File: config.mk
export PLATFORM = sky130hd
export DESIGN_NAME = csp_spi_dev_flat
export DESIGN_NICKNAME = d
export VERILOG_FILES = /design/src/csp_pkg.sv /design/src/csp_spi_if.sv /design/src/csp_spi_dev.sv /design/src/flat_wrapper.sv
export SDC_FILE = /design/constraint.sdc
export NUM_CORES = 1
export LEC_CHECK = 0
export BUFFER_PORTS_ARGS = -buffer_cell sky130_fd_sc_hd__clkbuf_2
export CORE_MARGIN = 5
export CORE_UTILIZATION = 60
export CTS_BUF_LIST = sky130_fd_sc_hd__clkbuf_8 sky130_fd_sc_hd__clkbuf_16
export DETAILED_ROUTE_END_ITERATION = 8
export GPL_ROUTABILITY_DRIVEN = 1
export PLACE_DENSITY = 0.91
export RECOVER_POWER = 25
export SKIP_CTS_REPAIR_TIMING = 1
export SLEW_MARGIN = 20
export SYNTH_ARGS = -nofsm -noshare
export SYNTH_HDL_FRONTEND = slang
export SYNTH_SLANG_ARGS = --single-unit
File: constraint.sdc
create_clock -name ref_clk_i -period 7.56 [get_ports ref_clk_i]
set_input_delay 0 -clock ref_clk_i [delete_from_list [all_inputs] [get_ports ref_clk_i]]
set_output_delay 0 -clock ref_clk_i [all_outputs]
set_load 0.005 [all_outputs]
File: src/csp_pkg.sv
package csp_pkg;

	// =========================================================================
	// Frame layout
	// =========================================================================
	localparam int unsigned FRAME_W = 32;
	localparam int unsigned ADDR_W  = 4;
	localparam int unsigned DATA_W  = 28;
	localparam int unsigned ADDR_LSB = 0;
	localparam int unsigned DATA_LSB = 4;
	localparam int unsigned CNT_W   = 6;
	localparam logic [CNT_W-1:0] FRAME_BITS = 6'h20;

	// =========================================================================
	// Command codes
	// =========================================================================
	localparam logic [ADDR_W-1:0] CODE_WR_REG0 = 4'h0;
	localparam logic [ADDR_W-1:0] CODE_WR_REG1 = 4'h1;
	localparam logic [ADDR_W-1:0] CODE_WR_REG2 = 4'h2;
	localparam logic [ADDR_W-1:0] CODE_READ    = 4'hE;
	localparam logic [ADDR_W-1:0] CODE_COPY    = 4'hF;
	localparam logic [DATA_W-1:0] COPY_UNLOCK  = 28'h000_0001;
	localparam logic [FRAME_W-1:0] COPY_WORD   = 32'h0000_001F;

	// =========================================================================
	// Reset values
	// =========================================================================
	localparam logic [DATA_W-1:0] REG2_RESET = 28'h000_0000;
	localparam logic [DATA_W-1:0] NVM_INIT   = 28'h000_0000;

	// =========================================================================
	// Timing
	// =========================================================================
	localparam int unsigned CLK_KHZ         = 125000;
	localparam int unsigned SETTLE_PERIODS  = 16384;
	localparam int unsigned VCO_CAL_PERIODS = 550;
	localparam int unsigned NVM_WAIT_MS     = 50;
	localparam int unsigned NVM_WAIT_CYCLES = NVM_WAIT_MS * CLK_KHZ;
	localparam int unsigned HALF_DIV        = 4;
	localparam int unsigned GAP_CYCLES      = 4;

endpackage

File: src/csp_spi_if.sv
`timescale 1ns/1ps
// Serial link between host and device; the open-drain line idles high.
interface csp_spi_if;
	logic sclk;
	logic mosi;
	logic frame_latch_enable;
	logic miso_drv;
	logic miso_oe;
	logic miso;

	// Pull-up: the line is low only while the device drives it low.
	assign miso = miso_oe ? miso_drv : 1'b1;

	modport dev (
		input  sclk,
		input  mosi,
		input  frame_latch_enable,
		output miso_drv,
		output miso_oe
	);

	modport host (
		output sclk,
		output mosi,
		output frame_latch_enable,
		input  miso
	);
endinterface

File: src/csp_spi_dev.sv
`timescale 1ns/1ps
module csp_spi_dev #(
	parameter int unsigned          SETTLE_CYCLES = csp_pkg::SETTLE_PERIODS,
	parameter logic [csp_pkg::DATA_W-1:0] NVM0_INIT = csp_pkg::NVM_INIT,
	parameter logic [csp_pkg::DATA_W-1:0] NVM1_INIT = csp_pkg::NVM_INIT
) (
	// Clock and reset
	input  wire logic                       ref_clk_i,
	input  wire logic                       rst_i,
	// Serial link
	csp_spi_if.dev                          spi,
	// Device core
	input  wire logic                       pd_n_i,
	input  wire logic                       phase_compare_clock_i,
	output logic [csp_pkg::DATA_W-1:0]      cfg_reg0_o,
	output logic [csp_pkg::DATA_W-1:0]      cfg_reg1_o,
	output logic [csp_pkg::DATA_W-1:0]      cfg_reg2_o,
	output logic                            vco_tuning_o,
	output logic                            ready_o,
	output logic                            nvm_write_o
);

	localparam int unsigned SET_W = $clog2(SETTLE_CYCLES + 1);
	localparam int unsigned CAL_W = $clog2(csp_pkg::VCO_CAL_PERIODS + 1);
	localparam logic [SET_W-1:0] SETTLE_LAST = SET_W'(SETTLE_CYCLES - 1);
	localparam logic [CAL_W-1:0] CAL_LAST    = CAL_W'(csp_pkg::VCO_CAL_PERIODS - 1);

	typedef enum logic [3:0] {
		ST_LOAD   = 4'b0001,
		ST_SETTLE = 4'b0010,
		ST_CAL    = 4'b0100,
		ST_READY  = 4'b1000
	} csp_start_e;

	// =========================================================================
	// Link edge detection
	// =========================================================================
	logic sclk_q;
	logic le_q;
	logic pc_q;

	always_ff @(posedge ref_clk_i or posedge rst_i) begin
		if (rst_i) begin
			sclk_q <= 1'b0;
			le_q   <= 1'b1;
			pc_q   <= 1'b0;
		end else begin
			sclk_q <= spi.sclk;
			le_q   <= spi.frame_latch_enable;
			pc_q   <= phase_compare_clock_i;
		end
	end

	logic sclk_rise;
	logic sclk_fall;
	logic le_fall;
	logic le_rise;
	logic pc_rise;

	assign sclk_rise = spi.sclk & ~sclk_q;
	assign sclk_fall = ~spi.sclk & sclk_q;
	assign le_fall   = ~spi.frame_latch_enable & le_q;
	assign le_rise   = spi.frame_latch_enable & ~le_q;
	assign pc_rise   = phase_compare_clock_i & ~pc_q;

	// =========================================================================
	// Start-up sequencing
	// =========================================================================
	csp_start_e       state_q;
	logic [SET_W-1:0] settle_q;
	logic [CAL_W-1:0] cal_q;

	always_ff @(posedge ref_clk_i or posedge rst_i) begin
		if (rst_i) begin
			state_q  <= ST_LOAD;
			settle_q <= '0;
			cal_q    <= '0;
		end else if (!pd_n_i) begin
			state_q  <= ST_LOAD;
		end else begin
			unique case (state_q)
				ST_LOAD: begin
					settle_q <= '0;
					state_q  <= ST_SETTLE;
				end
				ST_SETTLE: begin
					settle_q <= settle_q + 1'b1;
					if (settle_q == SETTLE_LAST) begin
						cal_q   <= '0;
						state_q <= ST_CAL;
					end
				end
				ST_CAL: begin
					if (pc_rise) begin
						cal_q <= cal_q + 1'b1;
						if (cal_q == CAL_LAST) begin
							state_q <= ST_READY;
						end
					end
				end
				ST_READY: begin
					state_q <= ST_READY;
				end
			endcase
		end
	end

	assign vco_tuning_o = state_q[2];
	assign ready_o      = state_q[3];

	// =========================================================================
	// Frame receiver
	// =========================================================================
	logic [csp_pkg::FRAME_W-1:0] in_q;
	logic [csp_pkg::CNT_W-1:0]   cnt_q;

	always_ff @(posedge ref_clk_i or posedge rst_i) begin
		if (rst_i) begin
			in_q  <= '0;
			cnt_q <= '0;
		end else if (le_fall) begin
			cnt_q <= '0;
		end else if (!spi.frame_latch_enable && sclk_rise
				&& cnt_q != csp_pkg::FRAME_BITS) begin
			// First bit lands at the top and walks down to bit 0.
			in_q  <= {spi.mosi, in_q[csp_pkg::FRAME_W-1:1]};
			cnt_q <= cnt_q + 1'b1;
		end
	end

	logic [csp_pkg::ADDR_W-1:0] cmd_code;
	logic [csp_pkg::DATA_W-1:0] cmd_data;
	logic                       cmd_go;

	assign cmd_code = in_q[csp_pkg::ADDR_LSB +: csp_pkg::ADDR_W];
	assign cmd_data = in_q[csp_pkg::DATA_LSB +: csp_pkg::DATA_W];
	// Short frames and frames during the load step are dropped.
	assign cmd_go   = le_rise && cnt_q == csp_pkg::FRAME_BITS
			&& state_q != ST_LOAD;

	// =========================================================================
	// Working registers and stored configuration
	// =========================================================================
	logic [csp_pkg::DATA_W-1:0] reg_q [3];
	logic [csp_pkg::DATA_W-1:0] nvm_q [2];
	logic                       nvm_wr_q;

	always_ff @(posedge ref_clk_i or posedge rst_i) begin
		if (rst_i) begin
			reg_q[0] <= csp_pkg::NVM_INIT;
			reg_q[1] <= csp_pkg::NVM_INIT;
			reg_q[2] <= csp_pkg::REG2_RESET;
		end else if (state_q == ST_LOAD) begin
			reg_q[0] <= nvm_q[0];
			reg_q[1] <= nvm_q[1];
			reg_q[2] <= csp_pkg::REG2_RESET;
		end else if (cmd_go) begin
			unique case (cmd_code)
				csp_pkg::CODE_WR_REG0: reg_q[0] <= cmd_data;
				csp_pkg::CODE_WR_REG1: reg_q[1] <= cmd_data;
				csp_pkg::CODE_WR_REG2: reg_q[2] <= cmd_data;
				default: ;
			endcase
		end
	end

	always_ff @(posedge ref_clk_i or posedge rst_i) begin
		if (rst_i) begin
			nvm_q[0] <= NVM0_INIT;
			nvm_q[1] <= NVM1_INIT;
			nvm_wr_q <= 1'b0;
		end else begin
			nvm_wr_q <= 1'b0;
			if (cmd_go && cmd_code == csp_pkg::CODE_COPY
					&& cmd_data == csp_pkg::COPY_UNLOCK) begin
				nvm_q[0] <= reg_q[0];
				nvm_q[1] <= reg_q[1];
				nvm_wr_q <= 1'b1;
			end
		end
	end

	assign cfg_reg0_o  = reg_q[0];
	assign cfg_reg1_o  = reg_q[1];
	assign cfg_reg2_o  = reg_q[2];
	assign nvm_write_o = nvm_wr_q;

	// =========================================================================
	// Read-back
	// =========================================================================
	logic                       rd_pend_q;
	logic [csp_pkg::ADDR_W-1:0] rd_addr_q;
	logic [csp_pkg::FRAME_W-1:0] out_q;
	logic                       out_act_q;
	logic                       oe_q;
	logic [csp_pkg::FRAME_W-1:0] rd_word;

	always_comb begin
		rd_word = '0;
		unique case (rd_addr_q)
			csp_pkg::CODE_WR_REG0: rd_word = {reg_q[0], rd_addr_q};
			csp_pkg::CODE_WR_REG1: rd_word = {reg_q[1], rd_addr_q};
			csp_pkg::CODE_WR_REG2: rd_word = {reg_q[2], rd_addr_q};
			default:               rd_word = '0;
		endcase
	end

	always_ff @(posedge ref_clk_i or posedge rst_i) begin
		if (rst_i) begin
			rd_pend_q <= 1'b0;
			rd_addr_q <= '0;
		end else if (cmd_go) begin
			rd_pend_q <= cmd_code == csp_pkg::CODE_READ;
			rd_addr_q <= cmd_data[csp_pkg::ADDR_W-1:0];
		end else if (le_fall) begin
			rd_pend_q <= 1'b0;
		end
	end

	always_ff @(posedge ref_clk_i or posedge rst_i) begin
		if (rst_i) begin
			out_q     <= '0;
			out_act_q <= 1'b0;
		end else if (le_fall) begin
			out_q     <= rd_word;
			out_act_q <= rd_pend_q;
		end else if (spi.frame_latch_enable) begin
			out_act_q <= 1'b0;
		end else if (sclk_fall) begin
			out_q     <= {1'b0, out_q[csp_pkg::FRAME_W-1:1]};
		end
	end

	// Open drain: only a zero is driven; a one leaves the pull-up in charge.
	always_ff @(posedge ref_clk_i or posedge rst_i) begin
		if (rst_i) begin
			oe_q <= 1'b0;
		end else begin
			oe_q <= out_act_q & ~out_q[0] & ~spi.frame_latch_enable;
		end
	end

	assign spi.miso_drv = 1'b0;
	assign spi.miso_oe  = oe_q;

endmodule

File: src/flat_wrapper.sv
// flat-port wrapper written by rule: the top's interface ports become plain ports
module csp_spi_dev_flat 
#(
	parameter int unsigned          SETTLE_CYCLES = csp_pkg::SETTLE_PERIODS,
	parameter logic [csp_pkg::DATA_W-1:0] NVM0_INIT = csp_pkg::NVM_INIT,
	parameter logic [csp_pkg::DATA_W-1:0] NVM1_INIT = csp_pkg::NVM_INIT
)
  (ref_clk_i, rst_i, pd_n_i, phase_compare_clock_i, cfg_reg0_o, cfg_reg1_o, cfg_reg2_o, vco_tuning_o, ready_o, nvm_write_o, spi_sclk, spi_mosi, spi_frame_latch_enable, spi_miso_drv, spi_miso_oe);
  csp_spi_if spi_i ();
  input  wire logic ref_clk_i;
  input  wire logic rst_i;
  input  wire logic pd_n_i;
  input  wire logic phase_compare_clock_i;
  output logic [csp_pkg::DATA_W-1:0] cfg_reg0_o;
  output logic [csp_pkg::DATA_W-1:0] cfg_reg1_o;
  output logic [csp_pkg::DATA_W-1:0] cfg_reg2_o;
  output logic vco_tuning_o;
  output logic ready_o;
  output logic nvm_write_o;
  input wire logic [$bits(spi_i.sclk)-1:0] spi_sclk;
  input wire logic [$bits(spi_i.mosi)-1:0] spi_mosi;
  input wire logic [$bits(spi_i.frame_latch_enable)-1:0] spi_frame_latch_enable;
  output wire logic [$bits(spi_i.miso_drv)-1:0] spi_miso_drv;
  output wire logic [$bits(spi_i.miso_oe)-1:0] spi_miso_oe;
  assign spi_i.sclk = spi_sclk;
  assign spi_i.mosi = spi_mosi;
  assign spi_i.frame_latch_enable = spi_frame_latch_enable;
  assign spi_miso_drv = spi_i.miso_drv;
  assign spi_miso_oe = spi_i.miso_oe;
  csp_spi_dev #(.SETTLE_CYCLES(SETTLE_CYCLES), .NVM0_INIT(NVM0_INIT), .NVM1_INIT(NVM1_INIT)) u_core (.ref_clk_i(ref_clk_i), .rst_i(rst_i), .spi(spi_i), .pd_n_i(pd_n_i), .phase_compare_clock_i(phase_compare_clock_i), .cfg_reg0_o(cfg_reg0_o), .cfg_reg1_o(cfg_reg1_o), .cfg_reg2_o(cfg_reg2_o), .vco_tuning_o(vco_tuning_o), .ready_o(ready_o), .nvm_write_o(nvm_write_o));
endmodule
==> flow_summary.toml <==
[placement]
hpwl_um = 17400
placed_area_um2 = 11970
port_buffers = 94
gp_congestion = 0.8589

[sta]
finalMaxSlewViolations = 102
min_period_ps = 3632
max_freq_mhz = 275.3
hold_viol_final = 0
finalSetupTns_ps = 0
post-route-period-util_pct = 48.04
slew_headroom_pct = -194.1
setup_viol = 0
max_slew.worst_pin.slew_ps = 4387
fin_skew_ps = 28.23
rsz0062_at_grt = "false"

[logic_synthesis]
synth-async-reset-ratio_pct = 100.0
synth_cell_types = 61
syn_nets = 999
ys_ff_latch = 250
synth_cells = 987
yosysSeqAreaShare_pct = 55.08
syn_area_um2 = 11360
yosysWarnings = 0
synth_edf_count = 0
synth_flop_cell = "dfrtp_1"
syn_area_per_cell_um2 = 11.51

[grt]
grt.overflow.total = 0
grt_pass1_wl_um = 45860
grt_pass1_vias = 8740
met3_usage_pct = 4.874
grt_start_max_net_pins = 102
antenna_found_initial = 0
grt_util_all_layers_pct = 25.58
met2_usage_pct = 43.98
top_usage_layer = "met2"
grt_use_met1_pct = 32.93

[clock_tree]
clkSinkCount = 250
cts.clk_slew.worst_paths_ps = 60
cts_buffer_depth = 3
cts_made_buffers = 26
clk-insertion-delay-late_ps = 540
cts_root_buf = "clkbuf_16"
cts_max_level = 1
cts_tree = "built"

[outcome]
failed_checks = "capacitance limit, slew limit"
status = "finished with violations"

[routing]
num_vias = 8537
drcViolationCount = 0
antenna_left = 0
drt_iter0_markers = 851
firstDrtPassIters = 8
vias_per_cell = 6.448
wl_um = 28340
wl_per_cell_um = 21.41

[hold_path]
worstHoldStart = "phase_compare_clock_i"
hold_path_end = "u_core.pc_q"
hold_path_class = "primary input to flip-flop"
hold_path_depth = 2

[final_layout]
drive_gt1_share_pct = 22.48
area_growth_pct = 13.89
design_area_um2 = 12940
final_common_cell = "dfrtp_1"
antenna_cells = 0
nets = 1082
final_cell_mix = "dfrtp_1 (248), nand2_1 (162), o21ai_0 (94)"

[critical_path]
ff2ff_setup_slack_ps = 4450
worstRegToRegCells = 6
worstSetupStartpointType = "primary input"
path_class = "primary input to asynchronous set/reset pin"
arrival_ps = 4170
cp_max_fo = 101
critPathMaxStageDelay_ps = 2430
critPathRequiredTime_ps = 8100
end_kind = "asynchronous set/reset pin"
cp_slowest_cell = "clkinvlp_2"
path_cells = "dlygate4sd3_1 > clkbuf_2 > clkinvlp_2 > buf_4"
reg2reg_from = "u_core.state_q[2]"
critPathLaunch = "rst_i"
timing.rr.end = "u_core.nvm_q[31]"

[power]
power_density_nw_per_um2 = 222.2
ir_worst_vdd_mv = 0.1931
p_leak_nw = 5.768
total_power_mw = 2.876

[die]
core_um2 = 18710
die_area_um2 = 21790
start_util_pct = 60.74
dieHeight_um = 147.6
rows = 50
die_w_um = 147.6
ios = 96

[job]
drv_cap = 1
sequential cells by signal, summed over array words and instances (netlist names), 4 cells and up:
register and count:
u_core.cal_q 10, u_core.cfg_reg0_o 28, u_core.cfg_reg1_o 28, u_core.cfg_reg2_o 28
u_core.cnt_q 6, u_core.in_q 32, u_core.nvm_q 56, u_core.out_q 32
u_core.rd_addr_q 4, u_core.settle_q 15, u_core.state_q 4
worst max-delay path by stage:
stage	endpoint	slack, ps	depth (start not counted)
2_1_floorplan	u_core.cal_q[0]	690	1
3_3_place_gp	u_core.nvm_q[32]	4580	6
3_5_place_dp	u_core.nvm_q[31]	4490	6
4_1_cts	u_core.nvm_q[31]	4490	6
5_1_grt	u_core.settle_q[14]	3190	4
6_report	u_core.state_q[1]	3930	4
cell families (layout without fill, tap and decap cells):
family / after synthesis / in the layout / synth area share, %
xor gates and xnor gates: 3 / 3 / 0.2313
DFF: 250 / 250 / 55.08
adders and majority gates: 5 / 5 / 0.5506
other: 1 / 1 / 0.03300
buffers and inverters: 74 / 177 / 3.337
AOI/OAI and AO/OA: 222 / 222 / 12.95
and+or+nand+nor: 274 / 274 / 11.55
muxes: 158 / 158 / 16.26
report_power, final:
group | switching, mW | leakage (nW) | total [mW] | internal [mW]
Combinational | 0.0969 | 1.85 | 0.139 | 0.0419
Clock | 0.534 | 0.453 | 1.34 | 0.806
Sequential | 0.0345 | 3.47 | 1.40 | 1.36
Total | 0.665 | 5.77 | 2.88 | 2.21
cell usage after synthesis (4+ instances only):
cell        n  area [um2]
nand2_1   162       608.1
nor4b_1     5       43.79
a22o_1     30       262.8
nand3_1    15       75.07
buf_12      4       80.08
nor2b_1    11       68.82
o22a_1      5       43.79
ha_1        5       62.56
and3_1      5       31.28
mux2_4     40       600.6
o21ai_0    94       470.5
o31ai_1     4       30.03
nor2_1     19       71.32
nand4_1    11       68.82
a21oi_1    36       180.2
mux2i_1    65       650.6
buf_4       4       30.03
dfrtp_1   248        6206
clkbuf_1   41       153.9
inv_1      11       41.29
a222oi_1   27       270.3
nor4_1      9       56.30
a221o_1     5       50.05
nor3_1     10       50.05
mux2_2     53       596.8
buf_2      11       55.05
cell type report:
| cell class | instances | area (um2) |
|---|---|---|
| Timing Repair Buffer | 118 | 666.9 |
| Fill cell | 1247 | 5766 |
| Tap cell | 234 | 292.8 |
| Clock buffer | 30 | 705.7 |
| Inverter | 11 | 42.54 |
| Multi-Input combinational cell | 663 | 4766 |
| Sequential cell | 250 | 6259 |
| Clock inverter | 18 | 207.7 |
worst max-delay path: cells and delay by family:
family | cells | cell delay, ps
buffers and inverters | 4 | 4040
per-layer routing:
metal	part of all wire (%)	wire, um	vias to the layer above
met4	2.8	794	0
met2	50	14160	348
li1	-	-	3766
met5	0	0	-
met3	7.4	2089	79
met1	40	11290	4344
through the flow:
step | util, % | hold slack, ps | worst slack [ps] | cells
after floorplan | - | 4.478 | 691.7 | 987
after global placement | 63.92 | 149.8 | 4583 | 1268
after global routing | 69.18 | 189.6 | 3188 | 1324
after detailed placement | 64.00 | 141.5 | 4490 | 1269
after CTS | 68.88 | -394.0 | 4493 | 1317
final | 69.18 | 184.3 | 3928 | 1324
No activity file was read; power rests on OpenSTA's default activity.
